--- src/hdl/kplif_defines.svh ---
// Register offsets, reset values and widths of the keypad line interrupt block
`ifndef KPLIF_DEFINES_SVH
`define KPLIF_DEFINES_SVH
`define KPLIF_ADDR_LEVEL_SELECT 8'h9c
`define KPLIF_ADDR_LINE_ENABLES 8'h9d
`define KPLIF_ADDR_LINE_FLAGS   8'h9e
`define KPLIF_LINES             8
`define KPLIF_RESET_ENABLES     8'h00
`define KPLIF_RESET_FLAGS       8'h00
`define KPLIF_RESET_LEVELS      8'h00
`define KPLIF_RESET_FLAG_BIT    1'b0
`define KPLIF_RESET_ENABLE_BIT  1'b0
`define KPLIF_RESET_RDATA       8'h00
`define KPLIF_RESET_REQ         1'b0
`define KPLIF_RESET_GLOBAL      1'b0
`define KPLIF_PIN_IDLE          8'hff
`define KPLIF_UNMAPPED_DATA     8'h00
`endif

--- src/hdl/kplif_pkg.sv ---
// Types shared by the keypad line interrupt block
package kplif_pkg;
  typedef logic [7:0] kplif_byte_type;
  typedef logic [7:0] kplif_addr_type;
endpackage

--- src/hdl/kplif_top.sv ---
// Keypad line flags, enables and level select with interrupt request
//
// Overview of operation
// - Each line sets its own flag whenever it shows its selected level.
// - Interrupt request comes only from flags whose enable bit is one.
// - Flag register at 9Eh is read-only; a read returns all flags and clears those whose line no longer shows its level.
// - Enable bit zero leaves the pin plain I/O; its flag still sets but requests no interrupt or wake.
// - Enable bit one lets the same-numbered flag request an interrupt.
// - Reset clears all flags and all enables.
// - Level select zero detects low level, one detects high level.
// - Global keypad enable gates the combined request before the CPU.
// - Eight lines are independent sources combined onto one vector.
// - Qualifying level on enabled line wakes from idle and power-down.
`timescale 1ns/1ns
`include "kplif_defines.svh"

// Two-flop synchroniser for inputs from outside the clock domain
module kplif_sync2 #(
  parameter int               WIDTH     = 8,
  parameter logic [WIDTH-1:0] RESET_VAL = '0
) (
  input  wire logic             clk_sys,
  input  wire logic             sys_rst,
  input  wire logic [WIDTH-1:0] async_in,
  output var  logic [WIDTH-1:0] sync_out
);
  logic [WIDTH-1:0] meta_ff;
  logic [WIDTH-1:0] sync_ff;

  // Reset to the idle level of the input, else a false match follows reset
  always_ff @(posedge clk_sys or posedge sys_rst) begin
    if (sys_rst) begin
      meta_ff <= RESET_VAL;
      sync_ff <= RESET_VAL;
    end else begin
      meta_ff <= async_in;
      sync_ff <= meta_ff;
    end
  end

  // Only the second stage leaves this module
  assign sync_out = sync_ff;

endmodule // kplif_sync2

// One keypad line: level match, sticky flag and its enable bit
module kplif_line_cell (
  input  wire logic clk_sys,
  input  wire logic sys_rst,
  input  wire logic pin_sync,
  input  wire logic level_sel,
  input  wire logic flag_clear,
  input  wire logic enable_load,
  input  wire logic enable_wdata,
  output var  logic line_hit,
  output var  logic flag_q,
  output var  logic enable_q,
  output var  logic nxt_flag,
  output var  logic nxt_enable
);
  logic flag_ff;
  logic enable_ff;
  logic flag_kept;

  // Zero selects a low level, one a high level
  assign line_hit = ~(pin_sync ^ level_sel);

  // Writes never reach the flag; only reset or a read of the flag register clears it
  assign flag_kept = flag_ff & ~flag_clear;

  // Set wins over clear so a key still held during the read is not lost
  assign nxt_flag = flag_kept | line_hit;

  // Enable zero keeps the pin plain I/O; one lets the flag request
  assign nxt_enable = enable_load ? enable_wdata : enable_ff;

  always_ff @(posedge clk_sys or posedge sys_rst) begin
    if (sys_rst) begin
      flag_ff <= `KPLIF_RESET_FLAG_BIT;
    end else begin
      flag_ff <= nxt_flag;
    end
  end

  always_ff @(posedge clk_sys or posedge sys_rst) begin
    if (sys_rst) begin
      enable_ff <= `KPLIF_RESET_ENABLE_BIT;
    end else begin
      enable_ff <= nxt_enable;
    end
  end

  assign flag_q   = flag_ff;
  assign enable_q = enable_ff;

endmodule // kplif_line_cell

module kplif_top (
  input  wire logic                      clk_sys,
  input  wire logic                      sys_rst,
  input  wire kplif_pkg::kplif_byte_type port_one_pins,
  input  wire kplif_pkg::kplif_addr_type sfr_addr,
  input  wire kplif_pkg::kplif_byte_type sfr_wdata,
  input  wire logic                      sfr_wr,
  input  wire logic                      sfr_rd,
  input  wire logic                      keypad_global_irq_enable,
  output var  kplif_pkg::kplif_byte_type sfr_rdata,
  output var  logic                      keypad_irq_req,
  output var  logic                      keypad_wake_req,
  output var  kplif_pkg::kplif_byte_type keypad_line_enables,
  output var  kplif_pkg::kplif_byte_type keypad_line_flags
);
  import kplif_pkg::*;

  kplif_byte_type pin_sync;
  logic           glob_sync;
  kplif_byte_type level_sel_ff;
  kplif_byte_type rdata_ff;
  logic           irq_ff;
  logic           wake_ff;

  kplif_byte_type line_hit;
  kplif_byte_type flag_q;
  kplif_byte_type enable_q;
  kplif_byte_type nxt_flags;
  kplif_byte_type nxt_enables;
  kplif_byte_type nxt_levels;
  kplif_byte_type nxt_rdata;
  logic           sel_lvl;
  logic           sel_en;
  logic           sel_flg;
  logic           wr_lvl;
  logic           wr_en;
  logic           flag_read;
  logic           nxt_irq;
  logic           nxt_wake;

  // Idle pins sit high on their pull-ups, so the pin stage resets high
  kplif_sync2 #(
    .WIDTH     (`KPLIF_LINES),
    .RESET_VAL (`KPLIF_PIN_IDLE)
  ) u_kplif_sync2_pins (
    .clk_sys  (clk_sys),
    .sys_rst  (sys_rst),
    .async_in (port_one_pins),
    .sync_out (pin_sync)
  );

  // The global gate is a bit of another register, treated as asynchronous
  kplif_sync2 #(
    .WIDTH     (1),
    .RESET_VAL (`KPLIF_RESET_GLOBAL)
  ) u_kplif_sync2_global (
    .clk_sys  (clk_sys),
    .sys_rst  (sys_rst),
    .async_in (keypad_global_irq_enable),
    .sync_out (glob_sync)
  );

  assign sel_lvl   = (sfr_addr == `KPLIF_ADDR_LEVEL_SELECT);
  assign sel_en    = (sfr_addr == `KPLIF_ADDR_LINE_ENABLES);
  assign sel_flg   = (sfr_addr == `KPLIF_ADDR_LINE_FLAGS);
  assign wr_lvl    = sfr_wr && sel_lvl;
  assign wr_en     = sfr_wr && sel_en;
  // Every read strobe at the flag address clears, even back to back
  assign flag_read = sfr_rd && sel_flg;

  // Each line is its own source with its own flag and enable
  genvar line_idx;
  generate
    for (line_idx = 0; line_idx < `KPLIF_LINES; line_idx++) begin : g_line
      kplif_line_cell u_kplif_line_cell (
        .clk_sys      (clk_sys),
        .sys_rst      (sys_rst),
        .pin_sync     (pin_sync[line_idx]),
        .level_sel    (level_sel_ff[line_idx]),
        .flag_clear   (flag_read),
        .enable_load  (wr_en),
        .enable_wdata (sfr_wdata[line_idx]),
        .line_hit     (line_hit[line_idx]),
        .flag_q       (flag_q[line_idx]),
        .enable_q     (enable_q[line_idx]),
        .nxt_flag     (nxt_flags[line_idx]),
        .nxt_enable   (nxt_enables[line_idx])
      );
    end
  endgenerate

  assign nxt_levels = wr_lvl ? sfr_wdata : level_sel_ff;

  // Read data follows the address every cycle, not only on read strobes
  assign nxt_rdata = sel_flg ? flag_q :
                     sel_en  ? enable_q :
                     sel_lvl ? level_sel_ff : `KPLIF_UNMAPPED_DATA;

  // Flags without enable stay visible but request nothing
  assign nxt_irq  = glob_sync && |(nxt_flags & nxt_enables);
  // Wake ignores the global gate so power-down exit never depends on it
  assign nxt_wake = |(line_hit & enable_q);

  always_ff @(posedge clk_sys or posedge sys_rst) begin
    if (sys_rst) begin
      level_sel_ff <= `KPLIF_RESET_LEVELS;
    end else begin
      level_sel_ff <= nxt_levels;
    end
  end

  always_ff @(posedge clk_sys or posedge sys_rst) begin
    if (sys_rst) begin
      rdata_ff <= `KPLIF_RESET_RDATA;
    end else begin
      rdata_ff <= nxt_rdata;
    end
  end

  always_ff @(posedge clk_sys or posedge sys_rst) begin
    if (sys_rst) begin
      irq_ff <= `KPLIF_RESET_REQ;
    end else begin
      irq_ff <= nxt_irq;
    end
  end

  always_ff @(posedge clk_sys or posedge sys_rst) begin
    if (sys_rst) begin
      wake_ff <= `KPLIF_RESET_REQ;
    end else begin
      wake_ff <= nxt_wake;
    end
  end

  assign sfr_rdata           = rdata_ff;
  assign keypad_irq_req      = irq_ff;
  assign keypad_wake_req     = wake_ff;
  assign keypad_line_enables = enable_q;
  assign keypad_line_flags   = flag_q;

endmodule // kplif_top

--- config.mk ---
export PLATFORM = sky130hd
export DESIGN_NAME = kplif_top
export DESIGN_NICKNAME = d
export VERILOG_FILES = /design/src/hdl/kplif_pkg.sv /design/src/hdl/kplif_top.sv
export VERILOG_INCLUDE_DIRS = /design/src /design/src/hdl
export SDC_FILE = /design/constraint.sdc
export NUM_CORES = 1
export LEC_CHECK = 0
export BUFFER_PORTS_ARGS = -buffer_cell sky130_fd_sc_hd__buf_2
export CAP_MARGIN = 20
export CORE_AREA = 2 2 68 70
export DETAILED_ROUTE_END_ITERATION = 16
export DIE_AREA = 0 0 70 72
export PLACE_DENSITY = 0.72
export SLEW_MARGIN = 20
export SYNTH_ARGS = -nofsm -noshare
export SYNTH_HDL_FRONTEND = slang
export SYNTH_SLANG_ARGS = --single-unit
--- constraint.sdc ---
create_clock -name clk_sys -period 1.9 [get_ports clk_sys]
set_input_delay 0.38 -clock clk_sys [delete_from_list [all_inputs] [get_ports clk_sys]]
set_output_delay 0.38 -clock clk_sys [all_outputs]
set_load 0.02 [all_outputs]
**Word level (Yosys, flattened, before mapping)**

Cells that the tools add are included.

- Register bits: 52
- Input bits: 29
- Output and inout bits: 26
- Word-level logic and storage cells: 79

- Equal/unequal tests: 3
- Muxes and demuxes: 11
- Bitwise logic cells: 35
- Reductions and logical operators: 6

Operators with widths:

| kind | number |
|---|---|
| == test 8 bit, second input constant | 3 |
| two-way mux 8 bit | 3 |
| AND 8 bit | 2 |
| OR reduction 8 bit | 2 |
| inverter 1 bit | 9 |
| AND 1 bit | 8 |
| two-way mux 1 bit | 8 |
| bitwise OR 1 bit | 8 |
| bitwise XOR 1 bit | 8 |
| logical AND 1 bit | 4 |

**Logic depth before layout (Yosys ltp)**

Gate-level depths: netlist of the first run.

- Depth in word-level cells: 8
- Mapped depth: 7
- Depth with buffers taken out: 5

**Cells and area by module**

From an unflattened synthesis of the first run, not the netlist that was laid out.

- Cell total of the unflattened synthesis: 159
- Area total of the unflattened synthesis: 2072.0 µm²

Modules (own cells, without submodules):

| module | times used | cells an instance | area an instance (µm²) |
|---|---|---|---|
| kplif_top | 1 | 83 | 913.4 |
| kplif_line_cell | 8 | 7 | 85.1 |
| kplif_sync2 at u_kplif_sync2_pins | 1 | 17 | 424.2 |
| kplif_sync2 at u_kplif_sync2_global | 1 | 3 | 53.8 |

**Worst setup path after synthesis of the first run**

OpenSTA, ideal clock, no wires.

- Kind: input-to-reg
- From: input port sfr_addr[5]
- To: register level_sel_ff[0]
- Setup time: 125 ps
- Arrival time: 1740 ps
- Data required time: 1775 ps
- Setup slack: 35 ps
- Cell stages on the path: 5
- Cell sequence: and4bb_2 nand2_4 or4b_4 buf_6 mux2_4

- Cells in the longest elaborated chain, start to end: 2

Ends and longest elaborated chain:

| element | RTL line | RTL |
|---|---|---|
| from (decl) | kplif_top.sv:102 | `input wire kplif_pkg::kplif_addr_type sfr_addr,` |
| == test 8 bit (no source line) | n/a |  |
| logical AND 1 bit | kplif_top.sv:163 | `assign wr_lvl = sfr_wr && sel_lvl;` |
| to (signal assigned) | kplif_top.sv:203 | `` level_sel_ff <= `KPLIF_RESET_LEVELS; `` |
| to (signal assigned) | kplif_top.sv:205 | `level_sel_ff <= nxt_levels;` |
| to (decl) | kplif_top.sv:117 | `kplif_byte_type level_sel_ff;` |

No other way between the ends.
A chain may end at the register's enable or synchronous reset.

**Worst setup path after layout of the first run**

- From: input port sfr_addr[5]
- To: register irq_ff (netlist: keypad_irq_req)

- Elaborated cells on any way between the ends: 32
- Those cells by class: eq/ne (2); mux (8); bitwise (18); reduce/logical (4)

RTL lines:

| element | RTL line | RTL |
|---|---|---|
| == test 8 bit (no source line) | n/a |  |
| logical AND 1 bit | kplif_top.sv:164 | `assign wr_en = sfr_wr && sel_en;` |
| two-way mux 1 bit | kplif_top.sv:75 | `assign nxt_enable = enable_load ? enable_wdata : enable_ff;` |
| via g_line[2].u_kplif_line_cell.nxt_enable | kplif_top.sv:59 | `output var logic nxt_enable` |
| AND 8 bit | kplif_top.sv:197 | `assign nxt_irq = glob_sync && \|(nxt_flags & nxt_enables);` |
| OR reduction 8 bit | kplif_top.sv:197 |  |
| logical AND 1 bit | kplif_top.sv:197 |  |
| via nxt_irq | kplif_top.sv:135 | `logic nxt_irq;` |
| to (signal assigned) | kplif_top.sv:219 | `` irq_ff <= `KPLIF_RESET_REQ; `` |
| to (signal assigned) | kplif_top.sv:221 | `irq_ff <= nxt_irq;` |
| to (decl) | kplif_top.sv:119 | `logic irq_ff;` |

The timed path passes the listed nets, and every way through them passes these cells.

==> results.md, run 1 <==
Status:
- The run finished with clean final reports.

Critical path:
- The delay of the slowest cell on the worst path is 0.34 ns.
- The combined buffer and inverter count along the critical path is 2.
- The worst register-to-register path ends at keypad_irq_req$_DFF_PP0_.
- The worst reg2reg path startpoint is u_kplif_sync2_pins.sync_out[2]$_DFF_PP1_.
- The setup check on the worst reg-to-reg path leaves a slack of about 0.64 ns.
- The standard cell with the maximum stage delay on the critical path is mux2_2.
- The worst setup path is captured at a flop.
- The arrival time of the worst setup path is 1.84 ns.
- At the worst endpoint, the required time is 2.08 ns.
- The number of cells on the worst reg-to-reg path is 4.
- Grouping stages by cell kind, the critical path spends the most delay in simple AND/OR/NAND/NOR gates.
- The worst setup path is of the in -> reg kind.
- The signal on the critical path passes through buf_2 -> and4bb_2 -> and3_1 -> buf_12 -> mux2_2 -> a22oi_1 -> a41oi_1.
- Of all nets on the critical path, the largest fanout is 8.
- The element type at the critical path start is a primary input.

Pwr:
- The design draws between 2 and 2.5 mW.
- VDD sags by at most 476 uV.
- The power per cell area is around 810 nW/um^2.
- Summed over all cells, the static leakage comes to between 1 and 1.5 nW.

Clock network:
- The maximum number of buffers from clock root to sink is 2.
- The clock-pin slew on the worst setup and hold paths is 0.09 ns.
- The post-CTS setup buffer count is 0.
- CTS placed an instance of clkbuf_8 at the clock tree root.
- The H-tree was split into 2 levels.
- The TritonCTS buffer count is 5.
- The number of buffers added to fix hold violations after cts is 0.
- The clock reaches the later pin of the worst-skew pair after between 0.3 and 0.4 ns.
- TritonCTS built the clock tree.
- The number of clock sinks seen by CTS is 52.
- After clock tree synthesis, the repair step resized 0 gates.

Floorplan:
- The effective utilization at floorplan is 50.4%.
- The floorplan step set the die height to 72 microns.
- The number of placement rows is 24.
- The floorplan die area is 5040 sq um.
- The floorplan die width is 70 microns.
- The number of top-level design ports is 55.
- The placeable core region is 4260 sq um.

STA:
- The highest clock rate is between 600 and 700 MHz.
- Setup repair after global routing left no endpoint under its margin.
- The worst setup skew after layout is around 0.010 ns.
- Subtracting the final worst setup slack from the clock period gives roughly 1.7 ns.
- Setup slack closes at ~0.24 ns.
- For the pin with the worst max-slew slack, the measured transition is 0.271 ns.
- Setup violations remaining at the end of the flow were counted as 0.
- The number of pins exceeding their max-slew limit in the final report is 0.
- The number of hold violations in the final report is 0.
- The max-slew headroom at the worst pin is 81.9%.
- In the finished design, the share of the clock period the worst path needs comes to 87.5%.
- After routing, the total negative slack on setup checks comes to 0 ns.

Synth:
- Counting every instance in the synthesized netlist gives 157.
- Sorting the synthesized cells by area gives the leading types as dfrtp_1 42%, dfstp_2 20%, buf_4 5.6%.
- The number of different library cells used by synthesis comes to 23.
- During synthesis, Yosys emitted a total of 0 warnings.
- The cell type with the largest total area after synthesis is dfrtp_1.
- The fraction of the yosys area taken by sequential cells is 61.5%.
- In this run the cell area of the synthesized design comes to 2150 sq um.
- The post-synthesis net count is 186.
- The share of the synthesized area in the top cell type is 42.0%.
- Synthesis inferred between 50 and 60 register bits.
- A synthesized cell averages 13.7 sq um.

Place:
- The number of input and output port buffers inserted is 54.
- The worst slack at placement is -0.0963 ns.
- The congestion estimate from routability-driven global placement came to between 0.8 and 0.9.
- The half-perimeter wire length after detailed placement is roughly 3.1 mm.
- In this run, placement finished with an instance count of 251.

GRT:
- The first global-routing pass estimated 6.81 mm of wire.
- For this run the aggregate overflow at the end of global routing stands at 0.
- Entering global routing, the biggest net connects 53 pins.
- The number of global-route vias before repair is about 1400.
- Global routing used 17.6% of the available tracks.
- The initial antenna violation count was 0.

Route:
- In the final routed layout, each cell accounts on average for about 16 microns.
- The starting DRC count in detailed routing is about 110.
- For this run, the detailed router's first-pass iteration total came to 4.
- The count of nets left with antenna violations once routing finished came out at 0.
- Detailed routing inserted a total of 1313 vias.
- The routed wire length is about 4.2 mm.
- For this run, design rule violations remaining after detail routing come to 0.
- The average vias per placed instance is 5.07.

Finish:
- The non-filler instance count after layout is 259.
- In the layout the commonest cells are 54 x buf_2, 36 x dfrtp_1, 16 x nor2_1, 16 x dfstp_2.
- The library cell used most frequently in the layout, excluding fill and tap cells, is buf_2.
- The growth of design area from synthesis to finish is 17.2%.
- Once layout is complete, the utilization of the core stands at 59.0%.
- For this run, the post-layout net count is 235.
- The number of inserted diodes is 0.
- Cells with a size suffix above 1 make up approximately half of the layout.

Flow run:
- The number of maximum-capacitance violations is 0.

Hold path:
- The path category of the worst min-delay check is in -> async.
Yosys cell counts:
cell / number
mux2i_1: 8
mux2_4: 8
mux2_2: 8
dfstp_2: 16
a22oi_1: 8
xnor2_1: 8
and3b_1: 1
a21o_1: 8
nand2_4: 1
and4bb_2: 1
a21oi_1: 8
or4b_4: 1
nor2b_1: 1
inv_1: 2
buf_4: 16
buf_6: 1
and2_1: 1
nand4_1: 2
buf_2: 4
a41oi_1: 1
nor2_1: 16
and3_1: 1
dfrtp_1: 36
how the worst max path moves through the flow:
stage                      from                           to  slack (ns)  depth (start not counted)
floorplan           sfr_addr[5]  level_sel_ff[0]$_DFFE_PP0P_        0.04                          5
global route        sfr_addr[5]     keypad_irq_req$_DFF_PP0_        0.15                          7
CTS                 sfr_addr[5]     keypad_irq_req$_DFF_PP0_        0.22                          7
detailed placement  sfr_addr[5]     keypad_irq_req$_DFF_PP0_        -0.1                          7
global placement    sfr_addr[5]  level_sel_ff[7]$_DFFE_PP0P_       -0.07                          5
finish              sfr_addr[5]     keypad_irq_req$_DFF_PP0_        0.24                          7
stage by stage:
stage	cell area, sq um	hold slack [ns]
floorplan	2150	0.331
global placement	2420	0.333
detailed placement	2420	0.339
CTS	2520	0.105
global route	2520	0.108
finish	2520	0.0922
logic make-up (layout without fill, tap and decap cells):
logic type / count (synthesis) / after routing / synth area share, %
AOI/OAI and AO/OA: 25 / 25 / 7.87
xor gates and xnor gates: 8 / 8 / 3.26
buffers and inverters: 23 / 73 / 7.40
DFF: 52 / 52 / 61.5
muxes: 24 / 24 / 13.5
and+or+nand+nor: 25 / 25 / 6.41
flip-flops by register name, indices dropped and copies added, names as in the netlist:
name                               flops
g_line.u_kplif_line_cell.enable_q      8
g_line.u_kplif_line_cell.flag_q        8
level_sel_ff                           8
sfr_rdata                              8
u_kplif_sync2_pins.meta_ff             8
u_kplif_sync2_pins.sync_out            8
keypad_irq_req                         1
keypad_wake_req                        1
u_kplif_sync2_global.meta_ff           1
u_kplif_sync2_global.sync_out          1
area by class of cell:
cell class / instances / area, sq um
inverters: 2 / 7.51
flip-flops and latches: 52 / 1320
multi-input cells: 82 / 667
clock buffers: 6 / 82.6
repair buffers: 63 / 363
fillers: 357 / 1750
well taps: 52 / 65.1
clock inverters: 2 / 10.0
power breakdown:
group          switching (mW)  total, mW  internal [mW]
Combinational           0.107      0.202         0.0944
Clock                   0.352      0.643          0.291
Sequential             0.0269       1.19           1.16
metal layers:
metal,vias up,track usage [%],wire length [microns]
li1,621,-,-
met5,-,0,0
met3,7,4.44,259
met2,45,28.0,2010
met4,0,8.97,84
met1,640,22.7,1850
worst reg2reg max path: cells and delay by family (launching register included):
kind | cells | cell delay (ns)
AOI/OAI and AO/OA | 3 | 0.51
xor gates and xnor gates | 1 | 0.09
DFF | 1 | 0.53
No activity file was read; power rests on OpenSTA's default activity.
==> run 2, diff against run 1 <==
--- a/config.mk
+++ b/config.mk
@@ -8,9 +8,9 @@
 export LEC_CHECK = 0
 export BUFFER_PORTS_ARGS = -buffer_cell sky130_fd_sc_hd__buf_2
 export CAP_MARGIN = 20
-export CORE_AREA = 2 2 68 70
+export CORE_AREA = 4 4 70 72
 export DETAILED_ROUTE_END_ITERATION = 16
-export DIE_AREA = 0 0 70 72
+export DIE_AREA = 0 0 74 76
 export PLACE_DENSITY = 0.72
 export SLEW_MARGIN = 20
 export SYNTH_ARGS = -nofsm -noshare
==> results.md, run 2 (same netlist as run 1, synthesis figures left out) <==
STA:
- The max-slew headroom at the worst pin is 66.1% (-16 points).
- The final critical-path share of the clock period came to 87.8% (+0.35 points).
- The worst setup skew after layout is 0.00917 ns (-0.000862 ns).
- The post-route minimum period is 1.67 ns (+0.00665 ns).
- The total negative slack for setup checks is 0 ns (unchanged).
- The highest clock rate was 599 MHz (-0.40%).
- The number of pins exceeding their max-slew limit in the final report is 0 (unchanged).
- Setup repair after global routing left no endpoint under its margin.
- The number of hold violations in the final report is 0 (unchanged).
- The actual slew at the worst max-slew pin is 0.508 ns (+0.236 ns).
- The worst hold margin was 0.0966 ns (+0.00435 ns).
- The setup violation total in the final timing report is 0 (unchanged).

Clock network:
- The number of clock sinks seen by CTS is 52 (unchanged).
- The TritonCTS buffer count was 5 (unchanged).
- Clock tree synthesis selected as its root buffer the cell clkbuf_8.
- The TritonCTS clock tree is done.
- The number of buffers added to fix hold violations after cts is 0 (unchanged).
- The number of gates resized after cts is 0 (unchanged).
- The maximum number of buffers from clock root to sink is 2 (unchanged).
- The clock-pin slew on the worst setup and hold paths is 0.09 ns (about the same).
- The post-CTS setup buffer count is 0 (unchanged).
- The H-tree depth is 2 (unchanged).
- The clock insertion delay at the later pin of the skew report is 0.30 ns (about the same).

Pwr:
- The proportion of total power due to net switching is 22.5% (-1.4 points).
- The static power due to leakage is 1.23 nW (+0.29%).
- The fraction of power consumed by combinational cells came to 9.5% (-0.4 points).
- The clock share of power is 34.5% (+2.9 points).
- The switching power of the nets is 0.477 mW (-1.8%).
- The part of the total power dissipated in sequential elements was 55.9% (-2.6 points).
- The power per cell area is 840 nW/um^2 (+3.8%).
- The total power is 2.13 mW (+4.5%).
- The worst ir drop on vdd is 470 uV (-1.3%).
- The internal power of the cells was 1.65 mW (+6.4%).

Critical path:
- Following the worst setup path forward leads to its endpoint at level_sel_ff[2]$_DFFE_PP0P_.
- The arrival time of the worst setup path is 1.85 ns (about the same).
- The worst setup path is of the in -> reg kind.
- The endpoint identified for the worst register-to-register timing path is keypad_irq_req$_DFF_PP0_.
- The number of cells on the worst reg-to-reg path is 4 (unchanged).
- The critical path starts at sfr_addr[5].
- The category of the worst setup path capture point is a flop.
- The element type at the critical path start is a primary input.
- The worst register-to-register path begins at u_kplif_sync2_pins.sync_out[4]$_DFF_PP1_.
- The largest fanout on the critical path came to 8 (unchanged).
- The internal reg-to-reg setup slack is 0.67 ns (+0.03 ns).
- The worst endpoint required time is 2.09 ns (about the same).

Floorplan:
- The number of top-level design ports is 55 (unchanged).
- The number of placement rows came to 24 (unchanged).
- The floorplan die area is 5620 sq um (+12%).
- The vertical extent of the die was 76 microns (+5.6%).
- The placeable core region is 4290 sq um (+0.70%).
- The floorplan die width is 74 microns (+5.7%).
- The effective utilization at floorplan is 50.0% (-0.35 points).

Finish:
- The number of inserted diodes was 0 (unchanged).
- The growth of design area from synthesis to finish is 17.9%.
- In the layout the commonest cells are 54 x buf_2, 36 x dfrtp_1, 16 x nor2_1, 16 x dfstp_2.
- The post-layout utilization of the core is 58.9% (-0.063 points).
- The commonest non-fill, non-tap cell in the layout is buf_2.
- The share of cells above drive strength 1 is 51.2% (-0.48 points).
- The final net count was 235 (unchanged).

GRT:
- The global-route track usage on met1 is 20.3% (-2.4 points).
- The global routing stage identified its most utilized layer as met2.
- The total congestion overflow after global routing is 0 (unchanged).
- The met3 usage is 5.01% (+0.57 points).
- The number of global-route vias before repair is 1425 (+2.0%).
- The all-layer global routing usage is 16.4% (-1.2 points).
- The wire length of the first global-routing pass came to 7.09 mm (+4.1%).
- The initial antenna violation count is 0 (unchanged).
- The met2 usage is 26.9% (-1.2 points).
- The maximum number of pins on one net before global-route repair came to 24 (-55%).

Place:
- The number of input and output port buffers inserted is 54 (unchanged).
- The half-perimeter wire length after detailed placement is 3.30 mm (+6.7%).
- The weighted congestion at the end of routability-driven global placement is 0.798 (-9.7%).

Route:
- The routed via count is 1296 (-1.3%).
- The routed wire length is 4.31 mm (+2.5%).
- The starting DRC count in detailed routing is 40 (-63%).
- The first-pass detailed-route iteration total is 4 (unchanged).
- The post-route antenna net violation count is 0 (unchanged).
- The number of remaining DRC errors was 0 (unchanged).
- The average vias per placed instance is 5.00 (-1.3%).
- The post-detailed-route wirelength per cell is 16.6 microns (+2.5%).

Status:
- The flow ran to the end, and the final reports show no timing, DRC or antenna violations.

Flow run:
- The number of maximum-capacitance violations is 0 (unchanged).

Hold path:
- The path category of the worst min-delay check is in -> async.
[run 2: cell types whose count changed in the layout (fill, tap and decap cells not counted)]
cell       delta
bufinv_16     +1
clkbuf_1      +1
clkbuf_8      -1
clkinv_2      -1
[run 2: worst min path at each step]
stage / to / slack (ns) / cells past startpoint
2_1_floorplan: u_kplif_sync2_global.sync_out$_DFF_PP0_ / 0.33 / 0
3_3_place_gp: u_kplif_sync2_global.sync_out$_DFF_PP0_ / 0.34 / 0
3_5_place_dp: u_kplif_sync2_global.sync_out$_DFF_PP0_ / 0.34 / 0
4_1_cts: g_line[5].u_kplif_line_cell.enable_q$_DFF_PP0_ / 0.11 / 2
5_1_grt: g_line[5].u_kplif_line_cell.enable_q$_DFF_PP0_ / 0.13 / 2
6_report: g_line[5].u_kplif_line_cell.enable_q$_DFF_PP0_ / 0.1 / 2
[run 2: cell type report]
class | instances | area (sq um)
Clock buffer | 6 | 72.6
Clock inverter | 2 | 35.0
Fill cell | 357 | 1760
Inverter | 2 | 7.51
Multi-Input combinational cell | 82 | 667
Sequential cell | 52 | 1320
Tap cell | 52 | 65.1
Timing Repair Buffer | 63 | 363
[run 2: layer usage]
layer  vias up  wire length, microns
met2        43                  2170
met4         0                    74
met5         -                     0
met1       620                  1770
li1        624                     -
met3         9                   296
[run 2: metrics by stage]
| stage | cell area (sq um) | instances | setup WS (ns) |
|---|---|---|---|
| floorplan | 2150 | 157 | 0.0352 |
| global placement | 2420 | 251 | -0.0671 |
| detailed placement | 2420 | 251 | -0.0818 |
| CTS | 2530 | 259 | 0.237 |
| global route | 2530 | 259 | 0.185 |
| finish | 2530 | 259 | 0.231 |
[run 2: power groups by stage]
stage	Combinational [mW]	Sequential (mW)	Clock [mW]
6_report	0.202	1.19	0.734
3_5_place_dp	0.205	1.21	0
2_1_floorplan	0.124	1.21	0
5_1_grt	0.221	1.20	0.794
4_1_cts	0.206	1.19	0.755
3_3_place_gp	0.201	1.21	0
[run 2: critical path: stages]
cell,delay (ns)
buf_2,0.09
and4bb_2,0.33
nand2_4,0.06
or4b_4,0.65
mux2_4,0.34
